### config.mk
export PLATFORM = sky130hd
export DESIGN_NAME = usm_device_flat
export DESIGN_NICKNAME = d
export VERILOG_FILES = /design/src/shared/usm_pkg.sv /design/src/shared/usm_link_if.sv /design/src/usm_device.sv /design/src/flat_wrapper.sv
export SDC_FILE = /design/constraint.sdc
export NUM_CORES = 1
export LEC_CHECK = 0
export ABC_AREA = 1
export BUFFER_PORTS_ARGS = -buffer_cell sky130_fd_sc_hd__buf_2
export CORE_MARGIN = 4
export CORE_UTILIZATION = 50
export CTS_CLUSTER_DIAMETER = 150
export CTS_CLUSTER_SIZE = 12
export DETAILED_ROUTE_END_ITERATION = 10
export PLACE_DENSITY = 0.84
export SYNTH_ARGS = -nofsm -noshare
export SYNTH_HDL_FRONTEND = slang
export SYNTH_SLANG_ARGS = --single-unit
### constraint.sdc
create_clock -name hclk -period 2.9 [get_ports hclk]
set_input_delay 0.29 -clock hclk [delete_from_list [all_inputs] [get_ports hclk]]
set_output_delay 0.29 -clock hclk [all_outputs]
set_load 0.05 [all_outputs]
### src/shared/usm_pkg.sv
// Functional notes
// - Filter bit set enters multiprocessor mode; clear leaves.
// - Five-to-eight bit frames: first stop marks type.
// - Nine-bit frames: ninth data bit marks type.
// - Type one is address, zero is data.
// - Sender uses two stops for short characters.
// - Filter on: drop data frames, keep addresses.
// - Software checks address, toggles filter around data.
// - Master modes put transfer clock out as event; here only while the transmitter is enabled.
// - Infrared event input taken as synchronous pulse.
// - Receive line ORs three enabled flag sources.
// - Empty request while enabled and buffer empty.
// - Done only when shifter idle, buffer empty.
// - Each interrupt condition sets its status flag.
// - Each source has own enable bit.
// - Request holds while flag set and enabled.
// - Two-entry receive buffer; low byte reads oldest.
// - Reading advances buffer to next character.
// - Software reads bytes in size-dependent order.
// - Receive flag tracks unread data; disable flushes.
// - Done flag clears by vector or write one.
// - Empty flag set at reset, cleared by write.
package usm_pkg;

    // Register word indexes; byte address is four times the index
    localparam logic [3:0] IDX_RXDL = 4'h0;
    localparam logic [3:0] IDX_RXDH = 4'h1;
    localparam logic [3:0] IDX_TXDL = 4'h2;
    localparam logic [3:0] IDX_TXDH = 4'h3;
    localparam logic [3:0] IDX_STATUS = 4'h4;
    localparam logic [3:0] IDX_IRQ_EN = 4'h5;
    localparam logic [3:0] IDX_MODE = 4'h6;
    localparam logic [3:0] IDX_FORMAT = 4'h7;
    localparam logic [3:0] IDX_BAUDL = 4'h8;
    localparam logic [3:0] IDX_BAUDH = 4'h9;
    localparam logic [3:0] IDX_AUTOBAUD_WINDOW_CONTROL = 4'hA;
    localparam logic [3:0] IDX_DBG = 4'hB;
    localparam logic [3:0] IDX_EVENT_INPUT_CONTROL = 4'hC;
    localparam logic [3:0] IDX_TXPL = 4'hD;
    localparam logic [3:0] IDX_RXPL = 4'hE;
    localparam logic [3:0] IDX_NONE = 4'hF;

    ////////////////////////////////////////////////////////////////////////////////
    // Field positions
    localparam int A_RX_DONE_EN = 7;
    localparam int A_TX_DONE_EN = 6;
    localparam int A_TX_EMPTY_EN = 5;
    localparam int A_FRAME_START_EN = 4;
    localparam int A_AUTOBAUD_ERR_EN = 2;
    localparam int B_RXEN = 7;
    localparam int B_TXEN = 6;
    localparam int B_SFDEN = 4;
    localparam int B_MP_FILTER = 0;
    localparam int S_RX_DONE = 7;
    localparam int S_TX_DONE = 6;
    localparam int S_TX_EMPTY = 5;
    localparam int S_RXSIF = 4;
    localparam int S_SYNC_ERR = 3;
    localparam int S_BDF = 1;
    localparam int S_WFB = 0;
    localparam int H_RX_DONE = 7;
    localparam int H_BUFOVF = 6;
    localparam int H_FERR = 2;
    localparam int H_PERR = 1;
    localparam int EV_IR_INPUT = 0;

    // Character size and communication mode codes
    localparam logic [2:0] CSZ_5 = 3'h0;
    localparam logic [2:0] CSZ_6 = 3'h1;
    localparam logic [2:0] CSZ_7 = 3'h2;
    localparam logic [2:0] CSZ_8 = 3'h3;
    localparam logic [2:0] CSZ_9L = 3'h6;
    localparam logic [2:0] CSZ_9H = 3'h7;
    localparam logic [1:0] CMODE_SYNC = 2'h1;
    localparam logic [1:0] CMODE_IR = 2'h2;
    localparam logic [1:0] CMODE_SPIM = 2'h3;

    // Reset values and timing
    localparam logic [7:0] REG_RST = 8'h00;
    localparam int TX_FRAME_CYCLES = 10;

    typedef struct packed {
        logic [8:0] data;
        logic ferr;
        logic perr;
    } usm_rx_entry_t;

    typedef enum logic [3:0] {
        PH_IDLE = 4'b0001,
        PH_WR = 4'b0010,
        PH_RD = 4'b0100,
        PH_RDY = 4'b1000
    } usm_phase_t;

    typedef enum logic [2:0] {
        ST_IDLE = 3'b001,
        ST_START = 3'b010,
        ST_FRAME = 3'b100
    } usm_st_t;

endpackage : usm_pkg

### src/shared/usm_link_if.sv
`timescale 1ns/10ps
interface usm_link_if (
    input wire logic hclk,
    input wire logic hresetn
);
    logic rx_frame_start;
    logic rx_frame_valid;
    logic [8:0] rx_frame_data;
    logic rx_frame_stop1;
    logic rx_frame_perr;
    logic rx_sync_error;
    logic tx_valid;
    logic [8:0] tx_data;
    logic tx_ready;
    logic tx_done;
    logic ir_pulse;

    modport device (
        input rx_frame_start, rx_frame_valid, rx_frame_data, rx_frame_stop1, rx_frame_perr, rx_sync_error,
        input tx_ready, tx_done,
        output tx_valid, tx_data, ir_pulse
    );

    modport station (
        output rx_frame_start, rx_frame_valid, rx_frame_data, rx_frame_stop1, rx_frame_perr, rx_sync_error,
        output tx_ready, tx_done,
        input tx_valid, tx_data, ir_pulse
    );
endinterface : usm_link_if

### src/usm_device.sv
// The AHB-Lite slave port was chosen for this implementation.
`timescale 1ns/10ps
module usm_device
    import usm_pkg::*;
(
    // Link
    usm_link_if.device link,
    // Clock and reset
    input wire logic hclk,
    input wire logic hresetn,
    // AHB-Lite slave
    input wire logic hsel,
    input wire logic [31:0] haddr,
    input wire logic [1:0] htrans,
    input wire logic hwrite,
    input wire logic [2:0] hsize,
    input wire logic [31:0] hwdata,
    input wire logic hready,
    output logic hreadyout,
    output logic [31:0] hrdata,
    output logic hresp,
    // Interrupt requests and vector acknowledge
    output logic rx_done_irq,
    output logic tx_empty_irq,
    output logic tx_done_irq,
    input wire logic tx_done_vector_ack,
    // Event system
    input wire logic ir_event,
    output logic xfer_clock_event
);

    typedef struct packed {
        usm_phase_t ph;
        logic [3:0] idx;
        logic [7:0] rdata;
        usm_rx_entry_t [1:0] rxbuf;
        logic [1:0] cnt;
        logic ovf;
        logic [7:0] irq_en;
        logic [7:0] mode;
        logic [7:0] fmt;
        logic [7:0] txl;
        logic [7:0] txh;
        logic [8:0] txbuf;
        logic txfull;
        logic tx_done_f;
        logic rxsif;
        logic sync_err_f;
        logic bdf;
        logic wfb;
        logic [15:0] baud;
        logic [7:0] autobaud_window_control;
        logic [7:0] dbg;
        logic [7:0] event_input_control;
        logic [7:0] txpl;
        logic [6:0] rxpl;
        logic [15:0] xcnt;
        logic xclk;
        logic ir;
    } usm_dev_state_t;

    usm_dev_state_t q;
    usm_dev_state_t d;

    logic take;
    logic nine;
    logic low_first;
    logic tbit;
    logic accept;
    logic pop;
    logic commit;
    logic master;
    logic [8:0] cdata;
    logic [7:0] w;
    logic [7:0] status;
    logic [7:0] rxh;
    usm_rx_entry_t ent;

    assign take = hsel && htrans[1] && hready;
    assign nine = (q.fmt[2:0] == CSZ_9L) || (q.fmt[2:0] == CSZ_9H);
    assign low_first = q.fmt[2:0] == CSZ_9L;
    assign master = (q.fmt[7:6] == CMODE_SYNC) || (q.fmt[7:6] == CMODE_SPIM);
    assign w = hwdata[7:0];
    assign tbit = nine ? link.rx_frame_data[8] : link.rx_frame_stop1;
    // Address frames pass; data frames are dropped while filtering
    assign accept = link.rx_frame_valid && q.mode[B_RXEN] && !(q.mode[B_MP_FILTER] && !tbit);

    assign status = {q.cnt != 2'h0, q.tx_done_f, !q.txfull, q.rxsif, q.sync_err_f, 1'b0, q.bdf, q.wfb};
    assign rxh = {q.cnt != 2'h0, q.ovf, 3'h0, q.rxbuf[0].ferr, q.rxbuf[0].perr, q.rxbuf[0].data[8]};

    ////////////////////////////////////////////////////////////////////////////////
    // Receiver clears unused upper bits for short characters
    always_comb begin
        cdata = link.rx_frame_data;
        unique case (q.fmt[2:0])
            CSZ_5: cdata = {4'h0, link.rx_frame_data[4:0]};
            CSZ_6: cdata = {3'h0, link.rx_frame_data[5:0]};
            CSZ_7: cdata = {2'h0, link.rx_frame_data[6:0]};
            CSZ_9L, CSZ_9H: cdata = link.rx_frame_data;
            default: cdata = {1'b0, link.rx_frame_data[7:0]};
        endcase
        ent.data = cdata;
        // With short characters in filter mode the first stop carries type, not framing
        ent.ferr = !link.rx_frame_stop1 && (nine || !q.mode[B_MP_FILTER]);
        ent.perr = link.rx_frame_perr;
    end

    ////////////////////////////////////////////////////////////////////////////////
    always_comb begin
        d = q;
        pop = 1'b0;
        commit = 1'b0;
        unique case (q.ph)
            PH_IDLE, PH_RDY: begin
            end
            PH_WR: begin
                unique case (q.idx)
                    IDX_TXDL: begin
                        d.txl = w;
                        commit = !q.txfull && !low_first;
                    end
                    IDX_TXDH: begin
                        d.txh = {7'h00, w[0]};
                        commit = !q.txfull && low_first;
                    end
                    IDX_STATUS: begin
                        if (w[S_TX_DONE]) d.tx_done_f = 1'b0;
                        if (w[S_RXSIF]) d.rxsif = 1'b0;
                        if (w[S_SYNC_ERR]) d.sync_err_f = 1'b0;
                        if (w[S_BDF]) d.bdf = 1'b0;
                        d.wfb = w[S_WFB];
                    end
                    IDX_IRQ_EN: d.irq_en = w;
                    IDX_MODE: d.mode = w;
                    IDX_FORMAT: d.fmt = w;
                    IDX_BAUDL: d.baud[7:0] = w;
                    IDX_BAUDH: d.baud[15:8] = w;
                    IDX_AUTOBAUD_WINDOW_CONTROL: d.autobaud_window_control = w;
                    IDX_DBG: d.dbg = w;
                    IDX_EVENT_INPUT_CONTROL: d.event_input_control = w;
                    IDX_TXPL: d.txpl = w;
                    IDX_RXPL: d.rxpl = w[6:0];
                    default: begin
                    end
                endcase
            end
            PH_RD: begin
                unique case (q.idx)
                    IDX_RXDL: d.rdata = q.rxbuf[0].data[7:0];
                    IDX_RXDH: d.rdata = rxh;
                    IDX_TXDL: d.rdata = q.txl;
                    IDX_TXDH: d.rdata = q.txh;
                    IDX_STATUS: d.rdata = status;
                    IDX_IRQ_EN: d.rdata = q.irq_en;
                    IDX_MODE: d.rdata = q.mode;
                    IDX_FORMAT: d.rdata = q.fmt;
                    IDX_BAUDL: d.rdata = q.baud[7:0];
                    IDX_BAUDH: d.rdata = q.baud[15:8];
                    IDX_AUTOBAUD_WINDOW_CONTROL: d.rdata = q.autobaud_window_control;
                    IDX_DBG: d.rdata = q.dbg;
                    IDX_EVENT_INPUT_CONTROL: d.rdata = q.event_input_control;
                    IDX_TXPL: d.rdata = q.txpl;
                    IDX_RXPL: d.rdata = {1'b0, q.rxpl};
                    default: d.rdata = REG_RST;
                endcase
                // The byte read last in the documented order advances the buffer
                pop = low_first ? (q.idx == IDX_RXDH) : (q.idx == IDX_RXDL);
            end
            default: d.ph = PH_IDLE;
        endcase

        // Bus phase sequencing; reads take one wait state so data come from a flop
        if (take) begin
            d.ph = hwrite ? PH_WR : PH_RD;
            d.idx = (haddr[31:6] == 26'h000_0000 && hsize == 3'h2) ? haddr[5:2] : IDX_NONE;
        end else if (q.ph == PH_RD) begin
            d.ph = PH_RDY;
        end else begin
            d.ph = PH_IDLE;
        end

        // Transmit buffer: writes while full are ignored
        if (commit) begin
            d.txbuf = low_first ? {w[0], q.txl} : {q.txh[0], w};
            d.txfull = 1'b1;
        end
        if (link.tx_valid && link.tx_ready) d.txfull = 1'b0;

        // Flag clears first so that a same-cycle event wins
        if (tx_done_vector_ack) d.tx_done_f = 1'b0;
        // A character still waiting at the done edge means the line is not finished
        if (link.tx_done && !q.txfull) d.tx_done_f = 1'b1;
        if (link.rx_frame_start && q.mode[B_SFDEN]) d.rxsif = 1'b1;
        if (link.rx_sync_error) d.sync_err_f = 1'b1;

        // Two-entry receive buffer, pop before push
        if (pop && q.cnt != 2'h0) begin
            d.rxbuf[0] = q.rxbuf[1];
            d.cnt = q.cnt - 2'h1;
            d.ovf = 1'b0;
        end
        if (accept) begin
            if (d.cnt == 2'h2) begin
                d.ovf = 1'b1;
            end else begin
                d.rxbuf[d.cnt[0]] = ent;
                d.cnt = d.cnt + 2'h1;
            end
        end
        if (!d.mode[B_RXEN]) begin
            d.cnt = 2'h0;
            d.ovf = 1'b0;
        end

        // Transfer clock divider; the clock toggles every divider-plus-one cycles, so every cycle for a zero divider
        if (master && q.mode[B_TXEN]) begin
            if (q.xcnt >= q.baud) begin
                d.xcnt = 16'h0000;
                d.xclk = !q.xclk;
            end else begin
                d.xcnt = q.xcnt + 16'h0001;
            end
        end else begin
            d.xcnt = 16'h0000;
            d.xclk = 1'b0;
        end

        d.ir = ir_event && q.event_input_control[EV_IR_INPUT] && (q.fmt[7:6] == CMODE_IR);
    end

    always_ff @(posedge hclk or negedge hresetn) begin
        if (!hresetn) begin
            q <= '0;
            q.ph <= PH_IDLE;
        end else begin
            q <= d;
        end
    end

    ////////////////////////////////////////////////////////////////////////////////
    assign hreadyout = q.ph != PH_RD;
    assign hrdata = {24'h00_0000, q.rdata};
    assign hresp = 1'b0;
    assign link.tx_valid = q.txfull && q.mode[B_TXEN];
    assign link.tx_data = q.txbuf;
    assign link.ir_pulse = q.ir;
    assign xfer_clock_event = q.xclk;
    assign rx_done_irq = (q.irq_en[A_RX_DONE_EN] && q.cnt != 2'h0) || (q.irq_en[A_FRAME_START_EN] && q.rxsif) ||
                         (q.irq_en[A_AUTOBAUD_ERR_EN] && q.sync_err_f);
    assign tx_empty_irq = q.irq_en[A_TX_EMPTY_EN] && !q.txfull;
    assign tx_done_irq = q.irq_en[A_TX_DONE_EN] && q.tx_done_f;

endmodule : usm_device

### src/flat_wrapper.sv
// flat-port wrapper written by rule: the top's interface ports become plain ports
module usm_device_flat import usm_pkg::*;
  (hclk, hresetn, hsel, haddr, htrans, hwrite, hsize, hwdata, hready, hreadyout, hrdata, hresp, rx_done_irq, tx_empty_irq, tx_done_irq, tx_done_vector_ack, ir_event, xfer_clock_event, link_rx_frame_start, link_rx_frame_valid, link_rx_frame_data, link_rx_frame_stop1, link_rx_frame_perr, link_rx_sync_error, link_tx_ready, link_tx_done, link_tx_valid, link_tx_data, link_ir_pulse);
  usm_link_if link_i (.hclk(hclk), .hresetn(hresetn));
  input wire logic hclk;
  input wire logic hresetn;
  input wire logic hsel;
  input wire logic [31:0] haddr;
  input wire logic [1:0] htrans;
  input wire logic hwrite;
  input wire logic [2:0] hsize;
  input wire logic [31:0] hwdata;
  input wire logic hready;
  output logic hreadyout;
  output logic [31:0] hrdata;
  output logic hresp;
  output logic rx_done_irq;
  output logic tx_empty_irq;
  output logic tx_done_irq;
  input wire logic tx_done_vector_ack;
  input wire logic ir_event;
  output logic xfer_clock_event;
  input wire logic [$bits(link_i.rx_frame_start)-1:0] link_rx_frame_start;
  input wire logic [$bits(link_i.rx_frame_valid)-1:0] link_rx_frame_valid;
  input wire logic [$bits(link_i.rx_frame_data)-1:0] link_rx_frame_data;
  input wire logic [$bits(link_i.rx_frame_stop1)-1:0] link_rx_frame_stop1;
  input wire logic [$bits(link_i.rx_frame_perr)-1:0] link_rx_frame_perr;
  input wire logic [$bits(link_i.rx_sync_error)-1:0] link_rx_sync_error;
  input wire logic [$bits(link_i.tx_ready)-1:0] link_tx_ready;
  input wire logic [$bits(link_i.tx_done)-1:0] link_tx_done;
  output wire logic [$bits(link_i.tx_valid)-1:0] link_tx_valid;
  output wire logic [$bits(link_i.tx_data)-1:0] link_tx_data;
  output wire logic [$bits(link_i.ir_pulse)-1:0] link_ir_pulse;
  assign link_i.rx_frame_start = link_rx_frame_start;
  assign link_i.rx_frame_valid = link_rx_frame_valid;
  assign link_i.rx_frame_data = link_rx_frame_data;
  assign link_i.rx_frame_stop1 = link_rx_frame_stop1;
  assign link_i.rx_frame_perr = link_rx_frame_perr;
  assign link_i.rx_sync_error = link_rx_sync_error;
  assign link_i.tx_ready = link_tx_ready;
  assign link_i.tx_done = link_tx_done;
  assign link_tx_valid = link_i.tx_valid;
  assign link_tx_data = link_i.tx_data;
  assign link_ir_pulse = link_i.ir_pulse;
  usm_device u_core (.link(link_i), .hclk(hclk), .hresetn(hresetn), .hsel(hsel), .haddr(haddr), .htrans(htrans), .hwrite(hwrite), .hsize(hsize), .hwdata(hwdata), .hready(hready), .hreadyout(hreadyout), .hrdata(hrdata), .hresp(hresp), .rx_done_irq(rx_done_irq), .tx_empty_irq(tx_empty_irq), .tx_done_irq(tx_done_irq), .tx_done_vector_ack(tx_done_vector_ack), .ir_event(ir_event), .xfer_clock_event(xfer_clock_event));
endmodule
Yosys cells after proc, flatten, opt, wreduce, memory -nomap -nowiden
Cells that the tools add are included.

Output and inout port bits: 49. Input port bits: 92. Bits in registers: 161.

Bitwise operators: 1. Order comparisons: 3. Reduce and logical (&&, ||, !) cells: 67. $add $sub $neg: 3. Equal/unequal tests: 27. Mux-type cells: 46.

Operators by type and width (number): one-hot mux 8 bit (15 select lines) (1); two-way mux 8 bit (9); two-way mux 60 bit (1); one-hot mux 9 bit (4 select lines) (1); two-way mux 32 bit (1); equality test 4 bit (second input constant) (7); two-way mux 14 bit (2); AND reduction 2 bit (14); logical NOT 26 bit (1); logical AND 1 bit (23); bitwise mux 22 bit (1); equality test 4 x 3 -> 1 bit (second input constant) (5); two-way mux 17 bit (1); adder 16 x 1 -> 16 bit (second input constant) (1); greater-or-equal comparator 16 bit (1); two-way mux 1 bit (16); two-way mux 16 bit (1); nonzero test 2 bit (8); two-way mux 13 bit (1); equality test 4 x 2 -> 1 bit (second input constant) (3); two-way mux 4 bit (3); demux 11 bit (select 1 bit) (1); two-way mux 11 bit (1); two-way mux 9 bit (1); 24 further kinds (43).

Longest topological paths before layout
Word-level depth: 13. Depth in mapped cells: 14. Gate-level depth less buffers: 13.

Worst setup path after synthesis
No wires, ideal clock.

Path type: register -> register. From: register u_core.q[129] (netlist name). To: register u_core.q[138] (netlist name). Clock period less this slack: 2.189 ns. Stages on the path, launching flop included: 14. Path buffers: 2. Slack: 0.711 ns. Arrival: 2.072 ns. Cells stage by stage: dfrtp_1 > inv_1 > ha_1 > nor2_2 > nand3_4 > nand2_2 > nand2_2 > buf_6 > ha_1 > nor2_4 > nand3_1 > buf_4 > nand2_1 > nand2_1.

RTL lines: from (decl) (RTL line usm_device.sv:62) `usm_dev_state_t q;`.

==> metrics.md <==
| Metric | Value |
|---|---|
| Outcome | finished, final reports clean |
| Later-pin clock latency in the skew report | 0.43 ns |
| Layout area overhead | 11.2% |
| Post-route DRC | 0 |
| Post-Synthesis Cells | 1104 |
| Synth warnings | 0 |
| Period minus WS final | 2.59 ns |
| Count of different cell masters after synthesis | 38 |
| CP startpoint kind | flop |
| Critical-path cell list | nand2_1 -> inv_2 -> nand2_1 -> buf_4 -> nand2_1 -> nand3_4 -> nand2_1 -> nand2_1 -> inv_1 -> ha_1 -> nor2_4 -> nand3_1 -> nand2_1 -> nand2_1 |
| Initial antenna violation count | 0 |
| Ant. Diodes | 0 |
| Design Area, Final | 9550 um2 |
| Via-to-Cell Ratio | 5.37 |
| CTS buffer count | 17 |
| Reg-to-reg critical path startpoint | u_core.q[105] |
| H-Tree Level Count | 4 |
| Starting Density | 51.4% |
| First DRT Iteration DRCs | 793 |
| Synth Flop Type | dfrtp_1 |
| XOR/XNOR Fraction of Synth Area | 1.22% |
| Synth Area in Compound Gates | 8.03% |
| Vias in the first global route | 7126 |
| Clk_skew | 0.00803 ns |
| Adder-cell share of the synthesized area | 2.91% |
| Fin. max-slew vios | 0 |
| Critical path class | flop to flop |
| EDFF count, synth | 0 |
| CTS Buffer Depth | 2 |
| Die width | 139 um |
| Total gr overflow | 0 |
| Final hold slack | 0.0288 ns |
| # IOs | 141 |
| Slew @ Worst Pin | 0.669 ns |
| Area after DPL | 9000 um2 |
| Setup_tns | 0 ns |
| Non-Filler Instances | 1401 |
| Critical Path Source | u_core.q[105] |
| Final Net Count | 1283 |
| Average wire per standard cell | 15.8 um |
| Maximum fanout along the worst path | 14 |
| Main combinational cell family by area after synthesis | simple AND/OR/NAND/NOR gates |
| Crit-path max cell delay | 0.42 ns |
| Die Span Y | 139 um |
| Crit path required time | 3.21 ns |
| Max Clk Rate | 387 MHz |
| Final hold vios | 0 |
| Synth Cell Area | 8590 um2 |
| Relative slew slack | 55.2% |
| Largest net degree at the start of global routing | 73 |
| # port buffers | 88 |
| Register bit count reported by yosys | 161 |
| Share of layout cells above drive strength 1 | 15.0% |
| Core area | 16700 um2 |
| GRT Overall Usage | 23.2% |
| Buf+Inv Stages, Crit Path | 3 |
| Placer Congestion | 0.956 |
| # rows | 47 |
| Setup bufs post-CTS | 0 |
| Root Buffer | clkbuf_16 |
| CTS tree | built |
| Power density over the cells | 548 nW/um2 |
| Critical path endpoint category | flop |
| Total leakage power | 5.29 nW |
| Clk sinks | 161 |
| Min-delay src | hwrite |
| Tcrit/Tclk final | 89.2% |
| DP Cell Count | 1371 |
| Most used cell along the critical path | nand2_1 |
| First-pass GRT wire length | 36.0 mm |
| First drt pass iteration count | 5 |
| Die Area | 19300 um2 |
| Async S/R FF share, synth | 100% |
| CP delay by family, top | simple AND/OR/NAND/NOR gates |
| Sequential area share after synthesis | 46.9% |
| Setup violations, final | 0 |
| Post-route ant nets | 0 |
| Simple-Gate Fraction of Synth Area | 31.7% |
| VDD IR max | 0.362 mV |
| HP Class | input port to flop |
| RSZ-0062 raised after global routing | no |
| Mean Syn Cell Area | 7.78 um2 |
| Fin util | 57.2% |
| Max-cap viol count | 0 |
| Via count of the routed design | 7517 |
| Worst Path Arrival | 2.90 ns |
| Post-synthesis mux area share | 0% |
| Crit path max-delay cell type | dfrtp_1 |
| Reg clk slew, reported paths | 0.06 ns |
| DP HPWL | 15.8 mm |
| Drt total wl | 22.1 mm |
cells in the final DEF (no fill, tap or decap), drive strengths merged:
master and count:
nor2 119, conb 25, clkinvlp 1, nor3 3
inv 70, and2 1, a22oi 1, nand4 8
clkbuf 22, o21bai 1, dlygate4sd3 1, a21boi 2
dfrtp 160, a21oi 13, o31ai 9, dfstp 1
nand3 92, nor3b 4, clkinv 5, nand3b 2
ha 20, nor4 1, xor2 9, buf 102
o211ai 1, xnor2 3, nand2 407, bufinv 2
o21ai 96
synthesized netlist by cell type (all sizes together), types with 3 or more instances:
library cell | number | area (um2)
a21oi | 13 | 68.8
buf | 64 | 463
clkbuf | 15 | 56.3
dfrtp | 160 | 4000
ha | 20 | 250
inv | 70 | 263
nand2 | 407 | 1580
nand3 | 92 | 488
nand4 | 8 | 50.1
nor2 | 119 | 532
nor3 | 3 | 15.0
nor3b | 4 | 30.0
o21ai | 96 | 510
o31ai | 9 | 67.6
xnor2 | 3 | 26.3
xor2 | 9 | 78.8
final timing paths:
| check | end | slack [ns] | depth (start not counted) |
|---|---|---|---|
| setup reg to reg | u_core.q[135] | 0.31 | 14 |
| max in group asynchronous | u_core.q[101] | 1.67 | 3 |
| hold / removal | u_core.q[167] | 0.03 | 2 |
| hold reg to reg | u_core.hrdata[7] | 0.47 | 2 |
| setup / recovery | u_core.q[135] | 0.31 | 14 |
| min in group asynchronous | u_core.hrdata[1] | 0.42 | 2 |
registers in the layout (all words and copies together) (netlist names):
name and flops:
u_core.link.ir_pulse 1, u_core.hrdata 8, u_core.xfer_clock_event 1, u_core.q 142, u_core.link.tx_data 9
layer usage:
| layer | vias to the layer above | wire (um) | track usage (%) | part of all wire, % |
|---|---|---|---|---|
| met4 | 0 | 476 | 7.62 | 2.2 |
| li1 | 3588 | - | - | - |
| met5 | - | 0 | 0 | 0 |
| met2 | 352 | 10200 | 35.9 | 46 |
| met1 | 3537 | 9310 | 32.1 | 42 |
| met3 | 40 | 2080 | 5.93 | 9.4 |
cell families after synthesis:
family	after synthesis
buffers and inverters	150
XOR/XNOR	12
flip-flops	161
AO/OA/AOI/OAI	123
AND/OR/NAND/NOR	637
other	1
adder cells (fa/ha/maj)	20
repair_timing:
item                                   4_1_cts  5_1_grt
endpoints found under the hold margin       63        0
resized for setup                            0        0
hold buffers                                 1        0
final cells by class:
class,count,area [um2]
well taps,220,275
clock buffers,22,454
inverters,71,267
fillers,1444,7150
multi-input cells,817,3860
repair buffers,103,574
clock inverters,7,87.6
flip-flops and latches,161,4030
metrics by stage:
stage          setup WS [ns]  total power, mW
5_1_grt                0.102             5.44
3_3_place_gp           0.467             3.12
4_1_cts                0.383             5.25
2_1_floorplan          0.711             2.96
3_5_place_dp           0.396             3.15
6_report               0.314             5.23
power breakdown:
group	internal [mW]	switching, mW
logic	0.178	0.411
registers	2.42	0.113
clock network	1.27	0.849
(Power assumes the default switching activity.)
